## src/hdl/cdbu_pkg.sv

```systemverilog
/*
  Package for the core debug breakpoint unit: register indices, field
  layouts, cause codes and carrier structs.
  Assumes a single 100 MHz tile clock and AXI4-Lite register access.
*/
package cdbu_pkg;

  // Register indices; byte address is four times the index
  localparam logic [7:0] CDBU_IDX_SPC = 8'h11;
  localparam logic [7:0] CDBU_IDX_SSP = 8'h12;
  localparam logic [7:0] CDBU_IDX_TGT = 8'h13;
  localparam logic [7:0] CDBU_IDX_RIDX = 8'h14;
  localparam logic [7:0] CDBU_IDX_CAUSE = 8'h15;
  localparam logic [7:0] CDBU_IDX_DATA = 8'h16;
  localparam logic [7:0] CDBU_IDX_STOP = 8'h18;
  localparam logic [7:0] CDBU_IDX_SCR = 8'h20;
  localparam logic [7:0] CDBU_IDX_BPA = 8'h30;
  localparam logic [7:0] CDBU_IDX_BPC = 8'h40;
  localparam logic [7:0] CDBU_IDX_IRQ_ST = 8'hF0;
  localparam logic [7:0] CDBU_IDX_IRQ_MSK = 8'hF1;
  localparam logic [7:0] CDBU_IDX_DBG = 8'hF2;

  localparam int CDBU_NSCR = 8;
  localparam int CDBU_NBP = 4;
  localparam int CDBU_NCORE = 8;

  // Field masks (reserved bits zero)
  localparam logic [31:0] CDBU_TGT_MASK = 32'h0000_00FF;
  localparam logic [31:0] CDBU_RIDX_MASK = 32'h0000_001F;
  localparam logic [31:0] CDBU_CAUSE_MASK = 32'h0003_FF07;
  localparam logic [31:0] CDBU_STOP_MASK = 32'h0000_00FF;
  localparam logic [31:0] CDBU_BPC_MASK = 32'h00FF_0003;
  localparam logic [31:0] CDBU_IRQ_MASK = 32'h0000_0001;
  localparam logic [31:0] CDBU_DBG_MASK = 32'h0000_0001;
  localparam int CDBU_BPC_EN = 0;
  localparam int CDBU_BPC_INV = 1;
  localparam int CDBU_BPC_CORE_LO = 16;
  localparam int CDBU_CAUSE_IDX_LO = 16;
  localparam int CDBU_CAUSE_CORE_LO = 8;

  // Cause codes
  localparam logic [2:0] CDBU_CAUSE_NONE = 3'h0;
  localparam logic [2:0] CDBU_CAUSE_HOST = 3'h1;
  localparam logic [2:0] CDBU_CAUSE_CALL = 3'h2;
  localparam logic [2:0] CDBU_CAUSE_IBP = 3'h3;
  localparam logic [2:0] CDBU_CAUSE_DWP = 3'h4;
  localparam logic [2:0] CDBU_CAUSE_RWP = 3'h5;

  localparam logic [1:0] CDBU_RESP_OK = 2'h0;
  localparam logic [1:0] CDBU_RESP_DECERR = 2'h3;

  // Watchpoint hit from the pipeline
  typedef struct packed {
    logic data_hit;
    logic res_hit;
    logic [1:0] index;
    logic [7:0] core;
    logic [31:0] value;
  } cdbu_wp_t;

  // Context of the instruction being issued
  typedef struct packed {
    logic valid;
    logic [7:0] core;
    logic [31:0] pc;
    logic [31:0] sp;
  } cdbu_issue_t;

endpackage

```

## src/hdl/cdbu_top.sv

```systemverilog
/*
  Core debug breakpoint unit: debug register file over AXI4-Lite,
  instruction breakpoints, cause capture, stop mask and interrupt.
  Assumes the pipeline supplies issue context, host and call requests
  and watchpoint hits as single-cycle pulses on the tile clock.
*/
// What this block does
// - Cause field bits 2:0: host 1, call 2, breakpoint 3, data 4, resource 5.
// - Breakpoint or watchpoint index in bits 17:16, lowest index when several fire.
// - Causing core number in bits 15:8, zero when no core caused it.
// - Payload takes data watch address, or resource id on resource watch.
// - Saved program counter copied into a read-write register on debug entry.
// - Saved stack pointer copied into a read-write register on debug entry.
// - Register read operands: eight-bit target core and five-bit register index.
// - Stop mask bits block their cores whenever not in debug mode.
// - Eight 32-bit scratch words shared with the external debugger.
// - Four breakpoint address registers; qualifying match raises debug interrupt.
// - Each breakpoint acts only while its enable bit, reset zero, is set.
// - Per-core enable mask per breakpoint, reset zero, gates triggering.
// - Inversion bit makes a breakpoint fire on program counter mismatch.
`timescale 1ns/1ps
`default_nettype none
module cdbu_top import cdbu_pkg::*; (
  // Clock and reset
  input wire logic i_clk,
  input wire logic i_rstn,
  // AXI4-Lite slave
  input wire logic [11:0] i_awaddr,
  input wire logic i_awvalid,
  output logic o_awready,
  input wire logic [31:0] i_wdata,
  input wire logic [3:0] i_wstrb,
  input wire logic i_wvalid,
  output logic o_wready,
  output logic [1:0] o_bresp,
  output logic o_bvalid,
  input wire logic i_bready,
  input wire logic [11:0] i_araddr,
  input wire logic i_arvalid,
  output logic o_arready,
  output logic [31:0] o_rdata,
  output logic [1:0] o_rresp,
  output logic o_rvalid,
  input wire logic i_rready,
  // Pipeline events
  input wire cdbu_issue_t i_issue,
  input wire logic i_host_req,
  input wire logic i_call_req,
  input wire logic [7:0] i_call_core,
  input wire cdbu_wp_t i_wp,
  // Debug control
  output logic o_debug_enter,
  output logic o_debug_mode,
  output logic [7:0] o_core_stop,
  output logic [7:0] o_read_core,
  output logic [4:0] o_read_reg,
  output logic o_irq
);

  ////////////////////////////////////////////////////////////////////////
  // Registers
  logic [31:0] spc_q, spc_d, ssp_q, ssp_d, data_q, data_d;
  logic [31:0] tgt_q, tgt_d, ridx_q, ridx_d, cause_q, cause_d;
  logic [31:0] stop_q, stop_d, ist_q, ist_d, imsk_q, imsk_d;
  logic [31:0] scr_q [CDBU_NSCR];
  logic [31:0] scr_d [CDBU_NSCR];
  logic [31:0] bpa_q [CDBU_NBP];
  logic [31:0] bpa_d [CDBU_NBP];
  logic [31:0] bpc_q [CDBU_NBP];
  logic [31:0] bpc_d [CDBU_NBP];
  logic dbg_q, dbg_d, enter_q, enter_d;

  // AXI state
  logic [11:0] awa_q, awa_d;
  logic aw_have_q, aw_have_d, w_have_q, w_have_d;
  logic [31:0] wd_q, wd_d;
  logic [3:0] ws_q, ws_d;
  logic bvalid_q, bvalid_d, rvalid_q, rvalid_d;
  logic [1:0] bresp_q, bresp_d, rresp_q, rresp_d;
  logic [31:0] rdata_q, rdata_d;

  ////////////////////////////////////////////////////////////////////////
  // Breakpoint match, one per breakpoint
  logic [CDBU_NBP-1:0] bp_hit;
  genvar g;
  generate
    for (g = 0; g < CDBU_NBP; g++) begin : g_bp
      logic eq;
      assign eq = (i_issue.pc == bpa_q[g]);
      assign bp_hit[g] = i_issue.valid && !dbg_q
        && bpc_q[g][CDBU_BPC_EN]
        && bpc_q[g][CDBU_BPC_CORE_LO + i_issue.core[2:0]]
        && (i_issue.core < 8'(CDBU_NCORE))
        && (eq ^ bpc_q[g][CDBU_BPC_INV]);
    end
  endgenerate

  // Lowest firing index
  logic [1:0] bp_idx;
  always_comb begin
    bp_idx = 2'h0;
    for (int i = CDBU_NBP - 1; i >= 0; i--) begin
      if (bp_hit[i]) begin
        bp_idx = 2'(i);
      end
    end
  end

  ////////////////////////////////////////////////////////////////////////
  // Debug entry; host wins, then call, breakpoint, watchpoints
  logic trig;
  logic [2:0] trig_cause;
  logic [1:0] trig_idx;
  logic [7:0] trig_core;
  logic trig_pay;
  always_comb begin
    trig = 1'b0;
    trig_cause = CDBU_CAUSE_NONE;
    trig_idx = 2'h0;
    trig_core = 8'h00;
    trig_pay = 1'b0;
    if (!dbg_q) begin
      if (i_host_req) begin
        trig = 1'b1;
        trig_cause = CDBU_CAUSE_HOST;
      end else if (i_call_req) begin
        trig = 1'b1;
        trig_cause = CDBU_CAUSE_CALL;
        trig_core = i_call_core;
      end else if (|bp_hit) begin
        trig = 1'b1;
        trig_cause = CDBU_CAUSE_IBP;
        trig_idx = bp_idx;
        trig_core = i_issue.core;
      end else if (i_wp.data_hit || i_wp.res_hit) begin
        trig = 1'b1;
        trig_cause = i_wp.data_hit ? CDBU_CAUSE_DWP : CDBU_CAUSE_RWP;
        trig_idx = i_wp.index;
        trig_core = i_wp.core;
        trig_pay = 1'b1;
      end
    end
  end

  ////////////////////////////////////////////////////////////////////////
  // AXI handshake decode
  logic wr_go, rd_go;
  logic [11:0] wa;
  logic [31:0] wdat, wmask, wv;
  logic [7:0] widx, ridx;
  assign wr_go = aw_have_q && w_have_q && !bvalid_q;
  assign rd_go = i_arvalid && !rvalid_q;
  assign wa = awa_q;
  assign widx = wa[9:2];
  assign ridx = i_araddr[9:2];
  always_comb begin
    wmask = 32'h0000_0000;
    for (int b = 0; b < 4; b++) begin
      wmask[b*8 +: 8] = {8{ws_q[b]}};
    end
  end
  assign wdat = wd_q;

  // Merge write data into a register under byte enables
  function automatic logic [31:0] merge(input logic [31:0] old, input logic [31:0] nw,
                                        input logic [31:0] bm, input logic [31:0] fm);
    merge = ((old & ~bm) | (nw & bm)) & fm;
  endfunction

  function automatic logic in_rng(input logic [7:0] idx, input logic [7:0] base,
                                  input int n);
    in_rng = (idx >= base) && (idx < base + 8'(n));
  endfunction

  logic wr_hit;
  always_comb begin
    wr_hit = (widx == CDBU_IDX_SPC) || (widx == CDBU_IDX_SSP) || (widx == CDBU_IDX_TGT)
      || (widx == CDBU_IDX_RIDX) || (widx == CDBU_IDX_CAUSE) || (widx == CDBU_IDX_DATA)
      || (widx == CDBU_IDX_STOP) || (widx == CDBU_IDX_IRQ_ST)
      || (widx == CDBU_IDX_IRQ_MSK) || (widx == CDBU_IDX_DBG)
      || in_rng(widx, CDBU_IDX_SCR, CDBU_NSCR) || in_rng(widx, CDBU_IDX_BPA, CDBU_NBP)
      || in_rng(widx, CDBU_IDX_BPC, CDBU_NBP);
    wr_hit = wr_hit && (wa[11:10] == 2'h0);
  end

  ////////////////////////////////////////////////////////////////////////
  // Register next state
  always_comb begin
    logic wen;
    wen = wr_go && wr_hit;
    spc_d = spc_q;
    ssp_d = ssp_q;
    data_d = data_q;
    tgt_d = tgt_q;
    ridx_d = ridx_q;
    cause_d = cause_q;
    stop_d = stop_q;
    imsk_d = imsk_q;
    ist_d = ist_q;
    dbg_d = dbg_q;
    enter_d = 1'b0;
    for (int i = 0; i < CDBU_NSCR; i++) begin
      scr_d[i] = scr_q[i];
    end
    for (int i = 0; i < CDBU_NBP; i++) begin
      bpa_d[i] = bpa_q[i];
      bpc_d[i] = bpc_q[i];
    end
    if (wen) begin
      unique case (1'b1)
        widx == CDBU_IDX_SPC: spc_d = merge(spc_q, wdat, wmask, '1);
        widx == CDBU_IDX_SSP: ssp_d = merge(ssp_q, wdat, wmask, '1);
        widx == CDBU_IDX_TGT: tgt_d = merge(tgt_q, wdat, wmask, CDBU_TGT_MASK);
        widx == CDBU_IDX_RIDX: ridx_d = merge(ridx_q, wdat, wmask, CDBU_RIDX_MASK);
        widx == CDBU_IDX_CAUSE: cause_d = merge(cause_q, wdat, wmask, CDBU_CAUSE_MASK);
        widx == CDBU_IDX_DATA: data_d = merge(data_q, wdat, wmask, '1);
        widx == CDBU_IDX_STOP: stop_d = merge(stop_q, wdat, wmask, CDBU_STOP_MASK);
        widx == CDBU_IDX_IRQ_MSK: imsk_d = merge(imsk_q, wdat, wmask, CDBU_IRQ_MASK);
        widx == CDBU_IDX_DBG: dbg_d = wmask[0] ? (wdat[0] & dbg_q) : dbg_q;
        default: ;
      endcase
      if (widx == CDBU_IDX_IRQ_ST) begin
        ist_d = ist_q & ~(wdat & wmask & CDBU_IRQ_MASK);
      end
      for (int i = 0; i < CDBU_NSCR; i++) begin
        if (widx == CDBU_IDX_SCR + 8'(i)) begin
          scr_d[i] = merge(scr_q[i], wdat, wmask, '1);
        end
      end
      for (int i = 0; i < CDBU_NBP; i++) begin
        if (widx == CDBU_IDX_BPA + 8'(i)) begin
          bpa_d[i] = merge(bpa_q[i], wdat, wmask, '1);
        end
        if (widx == CDBU_IDX_BPC + 8'(i)) begin
          bpc_d[i] = merge(bpc_q[i], wdat, wmask, CDBU_BPC_MASK);
        end
      end
    end
    // Entry overrides software writes of the same cycle; set beats clear
    if (trig) begin
      dbg_d = 1'b1;
      enter_d = 1'b1;
      ist_d = ist_q | CDBU_IRQ_MASK;
      spc_d = i_issue.pc;
      ssp_d = i_issue.sp;
      cause_d = 32'h0000_0000;
      cause_d[2:0] = trig_cause;
      cause_d[CDBU_CAUSE_IDX_LO +: 2] = trig_idx;
      cause_d[CDBU_CAUSE_CORE_LO +: 8] = trig_core;
      if (trig_pay) begin
        data_d = i_wp.value;
      end
    end
  end

  ////////////////////////////////////////////////////////////////////////
  // AXI next state
  always_comb begin
    awa_d = awa_q;
    aw_have_d = aw_have_q;
    w_have_d = w_have_q;
    wd_d = wd_q;
    ws_d = ws_q;
    bvalid_d = bvalid_q;
    bresp_d = bresp_q;
    rvalid_d = rvalid_q;
    rresp_d = rresp_q;
    rdata_d = rdata_q;
    if (i_awvalid && !aw_have_q) begin
      aw_have_d = 1'b1;
      awa_d = i_awaddr;
    end
    if (i_wvalid && !w_have_q) begin
      w_have_d = 1'b1;
      wd_d = i_wdata;
      ws_d = i_wstrb;
    end
    if (wr_go) begin
      aw_have_d = 1'b0;
      w_have_d = 1'b0;
      bvalid_d = 1'b1;
      bresp_d = wr_hit ? CDBU_RESP_OK : CDBU_RESP_DECERR;
    end else if (bvalid_q && i_bready) begin
      bvalid_d = 1'b0;
    end
    if (rd_go) begin
      rvalid_d = 1'b1;
      rresp_d = CDBU_RESP_OK;
      rdata_d = 32'h0000_0000;
      if (i_araddr[11:10] != 2'h0) begin
        rresp_d = CDBU_RESP_DECERR;
      end else begin
        unique case (1'b1)
          ridx == CDBU_IDX_SPC: rdata_d = spc_q;
          ridx == CDBU_IDX_SSP: rdata_d = ssp_q;
          ridx == CDBU_IDX_TGT: rdata_d = tgt_q;
          ridx == CDBU_IDX_RIDX: rdata_d = ridx_q;
          ridx == CDBU_IDX_CAUSE: rdata_d = cause_q;
          ridx == CDBU_IDX_DATA: rdata_d = data_q;
          ridx == CDBU_IDX_STOP: rdata_d = stop_q;
          ridx == CDBU_IDX_IRQ_ST: rdata_d = ist_q;
          ridx == CDBU_IDX_IRQ_MSK: rdata_d = imsk_q;
          ridx == CDBU_IDX_DBG: rdata_d = {31'h0, dbg_q};
          default: rresp_d = CDBU_RESP_DECERR;
        endcase
        for (int i = 0; i < CDBU_NSCR; i++) begin
          if (ridx == CDBU_IDX_SCR + 8'(i)) begin
            rdata_d = scr_q[i];
            rresp_d = CDBU_RESP_OK;
          end
        end
        for (int i = 0; i < CDBU_NBP; i++) begin
          if (ridx == CDBU_IDX_BPA + 8'(i)) begin
            rdata_d = bpa_q[i];
            rresp_d = CDBU_RESP_OK;
          end
          if (ridx == CDBU_IDX_BPC + 8'(i)) begin
            rdata_d = bpc_q[i];
            rresp_d = CDBU_RESP_OK;
          end
        end
      end
    end else if (rvalid_q && i_rready) begin
      rvalid_d = 1'b0;
    end
  end

  ////////////////////////////////////////////////////////////////////////
  // Flops; breakpoint control and mask clear on reset, data words do not
  always_ff @(posedge i_clk) begin
    spc_q <= spc_d;
    ssp_q <= ssp_d;
    data_q <= data_d;
    wd_q <= wd_d;
    ws_q <= ws_d;
    awa_q <= awa_d;
    rdata_q <= rdata_d;
    for (int i = 0; i < CDBU_NSCR; i++) begin
      scr_q[i] <= scr_d[i];
    end
    for (int i = 0; i < CDBU_NBP; i++) begin
      bpa_q[i] <= bpa_d[i];
    end
    if (!i_rstn) begin
      tgt_q <= 32'h0000_0000;
      ridx_q <= 32'h0000_0000;
      cause_q <= 32'h0000_0000;
      stop_q <= 32'h0000_0000;
      ist_q <= 32'h0000_0000;
      imsk_q <= 32'h0000_0000;
      dbg_q <= 1'b0;
      enter_q <= 1'b0;
      aw_have_q <= 1'b0;
      w_have_q <= 1'b0;
      bvalid_q <= 1'b0;
      bresp_q <= CDBU_RESP_OK;
      rvalid_q <= 1'b0;
      rresp_q <= CDBU_RESP_OK;
      for (int i = 0; i < CDBU_NBP; i++) begin
        bpc_q[i] <= 32'h0000_0000;
      end
    end else begin
      tgt_q <= tgt_d;
      ridx_q <= ridx_d;
      cause_q <= cause_d;
      stop_q <= stop_d;
      ist_q <= ist_d;
      imsk_q <= imsk_d;
      dbg_q <= dbg_d;
      enter_q <= enter_d;
      aw_have_q <= aw_have_d;
      w_have_q <= w_have_d;
      bvalid_q <= bvalid_d;
      bresp_q <= bresp_d;
      rvalid_q <= rvalid_d;
      rresp_q <= rresp_d;
      for (int i = 0; i < CDBU_NBP; i++) begin
        bpc_q[i] <= bpc_d[i];
      end
    end
  end

  ////////////////////////////////////////////////////////////////////////
  // Registered outputs
  logic [7:0] stop_o_q, rc_q;
  logic [4:0] rr_q;
  logic irq_q, mode_q, enter_o_q;
  always_ff @(posedge i_clk) begin
    if (!i_rstn) begin
      stop_o_q <= 8'h00;
      rc_q <= 8'h00;
      rr_q <= 5'h00;
      irq_q <= 1'b0;
      mode_q <= 1'b0;
      enter_o_q <= 1'b0;
    end else begin
      stop_o_q <= dbg_d ? 8'h00 : stop_d[7:0];
      rc_q <= tgt_d[7:0];
      rr_q <= ridx_d[4:0];
      irq_q <= |(ist_d & imsk_d);
      mode_q <= dbg_d;
      enter_o_q <= enter_d;
    end
  end

  assign o_awready = !aw_have_q;
  assign o_wready = !w_have_q;
  assign o_bvalid = bvalid_q;
  assign o_bresp = bresp_q;
  assign o_arready = !rvalid_q;
  assign o_rvalid = rvalid_q;
  assign o_rresp = rresp_q;
  assign o_rdata = rdata_q;
  assign o_core_stop = stop_o_q;
  assign o_read_core = rc_q;
  assign o_read_reg = rr_q;
  assign o_irq = irq_q;
  assign o_debug_mode = mode_q;
  assign o_debug_enter = enter_o_q;

endmodule // cdbu_top
`default_nettype wire
```

## config.mk

```make
export PLATFORM = sky130hd
export DESIGN_NAME = cdbu_top
export DESIGN_NICKNAME = d
export VERILOG_FILES = /design/src/hdl/cdbu_pkg.sv /design/src/hdl/cdbu_top.sv
export SDC_FILE = /design/constraint.sdc
export NUM_CORES = 1
export LEC_CHECK = 0
export BUFFER_PORTS_ARGS = -buffer_cell sky130_fd_sc_hd__buf_4
export CAP_MARGIN = 15
export CORE_ASPECT_RATIO = 2
export CORE_MARGIN = 2
export CORE_UTILIZATION = 40
export CTS_CLUSTER_DIAMETER = 80
export DETAILED_ROUTE_END_ITERATION = 12
export GPL_ROUTABILITY_DRIVEN = 0
export PLACE_DENSITY = 0.61
export SYNTH_ARGS = -nofsm -noshare
export SYNTH_HDL_FRONTEND = slang
export SYNTH_SLANG_ARGS = --single-unit
export TNS_END_PERCENT = 100
```

## constraint.sdc

```tcl
create_clock -name i_clk -period 7.94 [get_ports i_clk]
set_clock_uncertainty 0.2 [all_clocks]
set_input_delay 1.191 -clock i_clk [delete_from_list [all_inputs] [get_ports i_clk]]
set_output_delay 1.191 -clock i_clk [all_outputs]
set_load 0.005 [all_outputs]
```

Word-level counts from Yosys, hierarchy flattened
Memory sizes are Yosys's and may differ from the RTL's.
Index checks and enable logic that the tools add are counted.
{"block": "classes", "add_sub_neg": 1, "magnitude_cmp": 8, "eq_ne": 56, "mux": 129, "bitwise": 63, "n_reduce_logical": 65}
{"operator": "32-bit 2-to-1 mux", "n": 51}
{"operator": "32-bit AND", "n": 18}
{"operator": "32-bit OR", "n": 15}
{"operator": "32-bit one-hot mux with 10 select lines", "n": 1}
{"operator": "128-bit 2-to-1 mux", "n": 2}
{"operator": "256-bit 2-to-1 mux", "n": 1}
{"operator": "8-bit by 6-bit equality test with 1-bit output (second input constant)", "n": 24}
{"operator": "32-bit equality test", "n": 4}
{"operator": "8-bit by 5-bit equality test with 1-bit output (second input constant)", "n": 14}
{"operator": "24-bit AND", "n": 4}
{"operator": "24-bit OR", "n": 4}
{"operator": "8-bit by 7-bit equality test with 1-bit output (second input constant)", "n": 8}
{"operator": "2-bit 2-to-1 mux", "n": 28}
{"operator": "8-bit 2-to-1 mux", "n": 7}
{"operator": "18-bit 2-to-1 mux", "n": 3}
{"operator": "8-bit equality test (second input constant)", "n": 6}
{"operator": "1-bit inverter with 32-bit output", "n": 1}
{"operator": "32-bit inverter", "n": 1}
{"operator": "32-bit OR reduction", "n": 1}
{"operator": "1-bit logical AND", "n": 29}
{"operator": "1-bit 2-to-1 mux", "n": 25}
{"operator": "1-bit binary-select mux with 5-bit select", "n": 4}
{"operator": "18-bit AND", "n": 1}
{"operator": "18-bit OR", "n": 1}
{"operator": "other kinds (25)", "n": 69}
{"block": "word_totals", "register_bits": 293, "ram_bits": 512, "input_bits": 194, "output_inout_bits": 65, "memories": 3}
{"memory": "scr_q", "words": 8, "word_bits": 32, "rd": 8, "rd_ports_with_merged_regs": 0, "write_ports": 8, "line": "cdbu_top.sv:65", "source": "logic [31:0] scr_q [CDBU_NSCR];"}
{"memory": "bpa_q", "words": 4, "word_bits": 32, "rd": 4, "rd_ports_with_merged_regs": 0, "write_ports": 4, "line": "cdbu_top.sv:67", "source": "logic [31:0] bpa_q [CDBU_NBP];"}
{"memory": "bpc_q", "words": 4, "word_bits": 32, "rd": 4, "rd_ports_with_merged_regs": 0, "write_ports": 4, "line": "cdbu_top.sv:69", "source": "logic [31:0] bpc_q [CDBU_NBP];"}

Longest topological paths before layout
{"block": "logic_depth", "depth_word": 20, "ltp_mapped": 13}

Least setup slack after synthesis
Ideal clock, no wire load.
{"block": "synth_path", "path_kind": "in2reg", "from": "input port i_issue[70] (netlist bit)", "to": "register with a tool-made name", "arrival_time_ns": 3.523, "t_required_ns": 7.414, "path_slack_ns": 3.891, "path_stages": 11, "n_path_buf": 3, "path_cell_list": "or4_4 nor4b_4 nand2_1 or3_1 mux2i_2 nor4_4 a21oi_4 buf_4 buf_6 buf_4 a21o_1"}
{"item": "start, declared", "line": "cdbu_top.sv:46", "source": "input wire cdbu_issue_t i_issue,"}

==> results.md <==
- The run finished with clean final reports.
- The number of max-cap violations is 0.
- In this run the number of cells on the critical path is 12.
- The count of flip-flops with a built-in enable after synthesis is 526.
- In the finished design, the share of the clock period the worst path needs comes to 0.671.
- Of the post-synthesis cell area, the dominant cell type holds 0.558.
- The shortest period the worst path allows is 5330 ps.
- The die is 192 µm wide.
- The largest net degree at the start of global routing is 96.
- The number of pins exceeding their max-slew limit in the final report was 0.
- The library cell used most frequently in the layout, excluding fill and tap cells, is edfxtp_1.
- The floorplan has 138 rows.
- The critical path buffer and inverter count is 3.
- The area of combinational cells with multiple inputs is 9280 µm².
- The mapped cell area is 28300 µm².
- Setup repair after global routing left no endpoint under its margin.
- The share of power burned in registers is 0.542.
- Clock tree synthesis found a total of 651 sinks.
- The number of antenna diodes in the final layout is 0.
- For the worst flop-to-flop path, the logic depth is 11.
- The number of vias per cell is 6.05.
- The number of buffers inserted by post-CTS setup repair is 0.
- The post-layout net count is 2598.
- The sort of element at the end of the critical path is a flop.
- TritonCTS built the clock tree.
- During synthesis, Yosys emitted a total of 0 warnings.
- Of the total power, the share spent switching nets is 0.229.
- IR analysis of the VDD net gives a maximum drop of 0.000186 V.
- In the layout the commonest cells are edfxtp_1 (526), buf_4 (290), nor2_1 (167).
- The routed via count is 20400.
- The dominant register cell in the synthesized netlist is edfxtp_1.
- For this run, the share of the core covered by cells in the final layout is 0.467.
- Of all nets on the critical path, the largest fanout is 95.
- At the pin with the least slew margin, the transition time is 1220 ps.
- The area of the die is 73000 µm².
- The number of buffers on the longest clock path is 3.
- The share of total power dissipated in the clock network is 0.394.
- The count of TritonRoute iterations in the first routing pass is 8.
- The later pin in the worst-skew pair is clocked with a latency of 620 ps.
- The number of DRC violations after detailed routing is 0.
- Counting flops and latches in the post-synthesis netlist gives 651.
- The final instance count without filler cells is 3364.
- The H-tree was split into 2 levels.
- The critical path goes through buf_4 > xor2_1 > nor4_1 > nand4_1 > o31ai_1 > a21oi_2 > nor4_4 > a21oi_4 > buf_12 > nor2b_1 > buf_4 > a22o_1.
- The number of instances in the synthesized netlist is 2218.
- STA puts the critical path data arrival time at 5610 ps.
- By startpoint and endpoint, the worst setup path is classified as in -> reg.
- Input and output buffers added on the ports amount to 254.
- The internal portion of the total power is 5540 µW.
- The slowest stage of the critical path is the nor4_4 cell.
- The leftover overflow at the end of global routing is 0.
- The first-pass GRT wire length is 135000 µm.
- The proportion of synthesized chip area in sequential cells is 0.647.
- Along the worst hold path, the cell count comes to 2.
- The total count of hold-check failures in the final report is 0.
- 259 I/O pins were placed.
- The HPWL after detailed placement is 69600 µm.
- Sorting the synthesized cells by area gives the leading types as edfxtp_1 (56%), dfxtp_1 (8.8%), mux2i_1 (2.5%), nor2_1 (2.3%), a22o_1 (2.3%).
- The combined global-route utilization of all metal layers is 0.254.
- Relative to the synthesized area, the layout overhead comes to 16.2%.
- The worst setup path is launched from a primary input.
- The total setup violations reported at the end of the flow is 0.
- The total net switching power is 1650 µW.
- The total nets after synthesis is 2412.
- The cell at the root of the clock tree is clkbuf_16.
- The post-synthesis cell type count is 82.
- The post-cts gate resize count is 0.
- Data on the critical path is required at its endpoint by 8210 ps.
- The fmax is 188 MHz.
- The worst register-to-register path has a setup slack of 2970 ps.
- The average cell area after synthesis is 12.8 µm².
- The cts-stage hold buffer count is 0.
- Once detail routing completed, the nets flagged for antenna violations numbered 0.
- The standard cell core area is 70400 µm².
- The clock transition at the register clock pins on the worst setup and hold paths after CTS is 70 ps.
- For this block, the routed nets add up to 94000 µm of wire.
- The share of total power dissipated in combinational logic is 0.064.
- The cell type group with the largest total delay on the critical path is simple AND/OR/NAND/NOR gates.
- The static leakage is 0.0112 µW.
- The largest incremental delay on the critical path is 1000 ps.
- Of the cells placed in the final design, the portion with a size suffix greater than 1 is 0.182.
- The die is 380 µm tall.
- Power spread over the standard cell area amounts to 219 nW/µm².
- After the first detailed-routing iteration, the DRC count stood at 2677.
- Of all cell types, the one taking the most synthesized area is edfxtp_1.
- In this run, CTS created clock tree buffers numbering 58.
- In this design, the critical path's most frequently occurring cell is buf_4.
- In this run the tightest slew margin relative to its limit is 0.181.
- The cell count after placement is 3254.
- The combined flip-flop and latch cell area is 18300 µm².
- Setup total negative slack on the finished layout was measured at 0 ps.
- Of all flip-flops after synthesis, the portion carrying an async set or reset was 0.
- Fill cells in the final layout number 6395.
- The min-delay analysis places its worst path in the category reg -> reg.
- The average routed wire per standard cell is 27.9 µm.
- The number of antenna violations at the first check in global routing is 0.
- The starting utilization of the core area is 0.402.
- The number of global-route vias before repair is 19500.
[through the flow]
step / worst slack [ps] / total power [µW] / instance area, µm² / hold slack, ps
floorplan: 3890 / 4160 / 28300 / 260
global placement: 2060 / 4410 / 31000 / 281
detailed placement: 2080 / 4420 / 31000 / 291
CTS: 2710 / 7200 / 32900 / 300
global route: 2550 / 7370 / 32900 / 319
finish: 2610 / 7190 / 32900 / 299
[synth_stat cells, drive strengths merged, types with 32 or more instances]
library cell and count:
nor2 174, a21oi 108, a22o 73, xor2 64, nor2b 35, a222oi 38
o21ai 112, edfxtp 526, dfxtp 125, a22oi 77, mux2i 72, nand2 120
nand3 82, xnor2 65, buf 51, a31oi 32, clkbuf 114
[layer usage]
metal  share of wire  GRT usage  up-vias
met3           0.085     0.0383      194
li1                -          -     8969
met5               0          0        -
met2            0.45      0.386     1205
met1            0.40      0.352     9986
met4           0.061      0.133        0
[cell families after synthesis]
family | synth area share
xor+xnor | 0.0399
compound gates | 0.149
flops | 0.647
mux | 0.0368
buf+inv | 0.0276
simple gates | 0.100
[area by class of cell]
class                           count  area share
Clock inverter                     26     0.00662
Timing Repair Buffer              291      0.0668
Multi-Input combinational cell   1386       0.282
Sequential cell                   651       0.557
Tap cell                          910      0.0346
Inverter                           16     0.00183
Clock buffer                       84      0.0509
[tightest hold or removal path, stage by stage, from the launching register on]
cell     delay (ps)
dfxtp_1         330
nand3_1          60
o21ai_0          60
[worst max path at each step]
stage,start,endpoint,slack [ps]
after floorplan,i_issue[70],flop,3890
after global placement,i_issue[60],flop,2060
after detailed placement,i_issue[60],flop,2080
after CTS,i_issue[60],flop,2710
after global routing,i_issue[60],flop,2550
final,i_issue[60],flop,2610
[power groups by stage]
stage | clock [µW] | combinational, µW | sequential (µW)
6_report | 2830 | 458 | 3900
5_1_grt | 2980 | 486 | 3910
4_1_cts | 2860 | 452 | 3890
3_5_place_dp | 0 | 450 | 3970
3_3_place_gp | 0 | 447 | 3960
2_1_floorplan | 0 | 249 | 3910
Power figures use the tool's default switching activity.
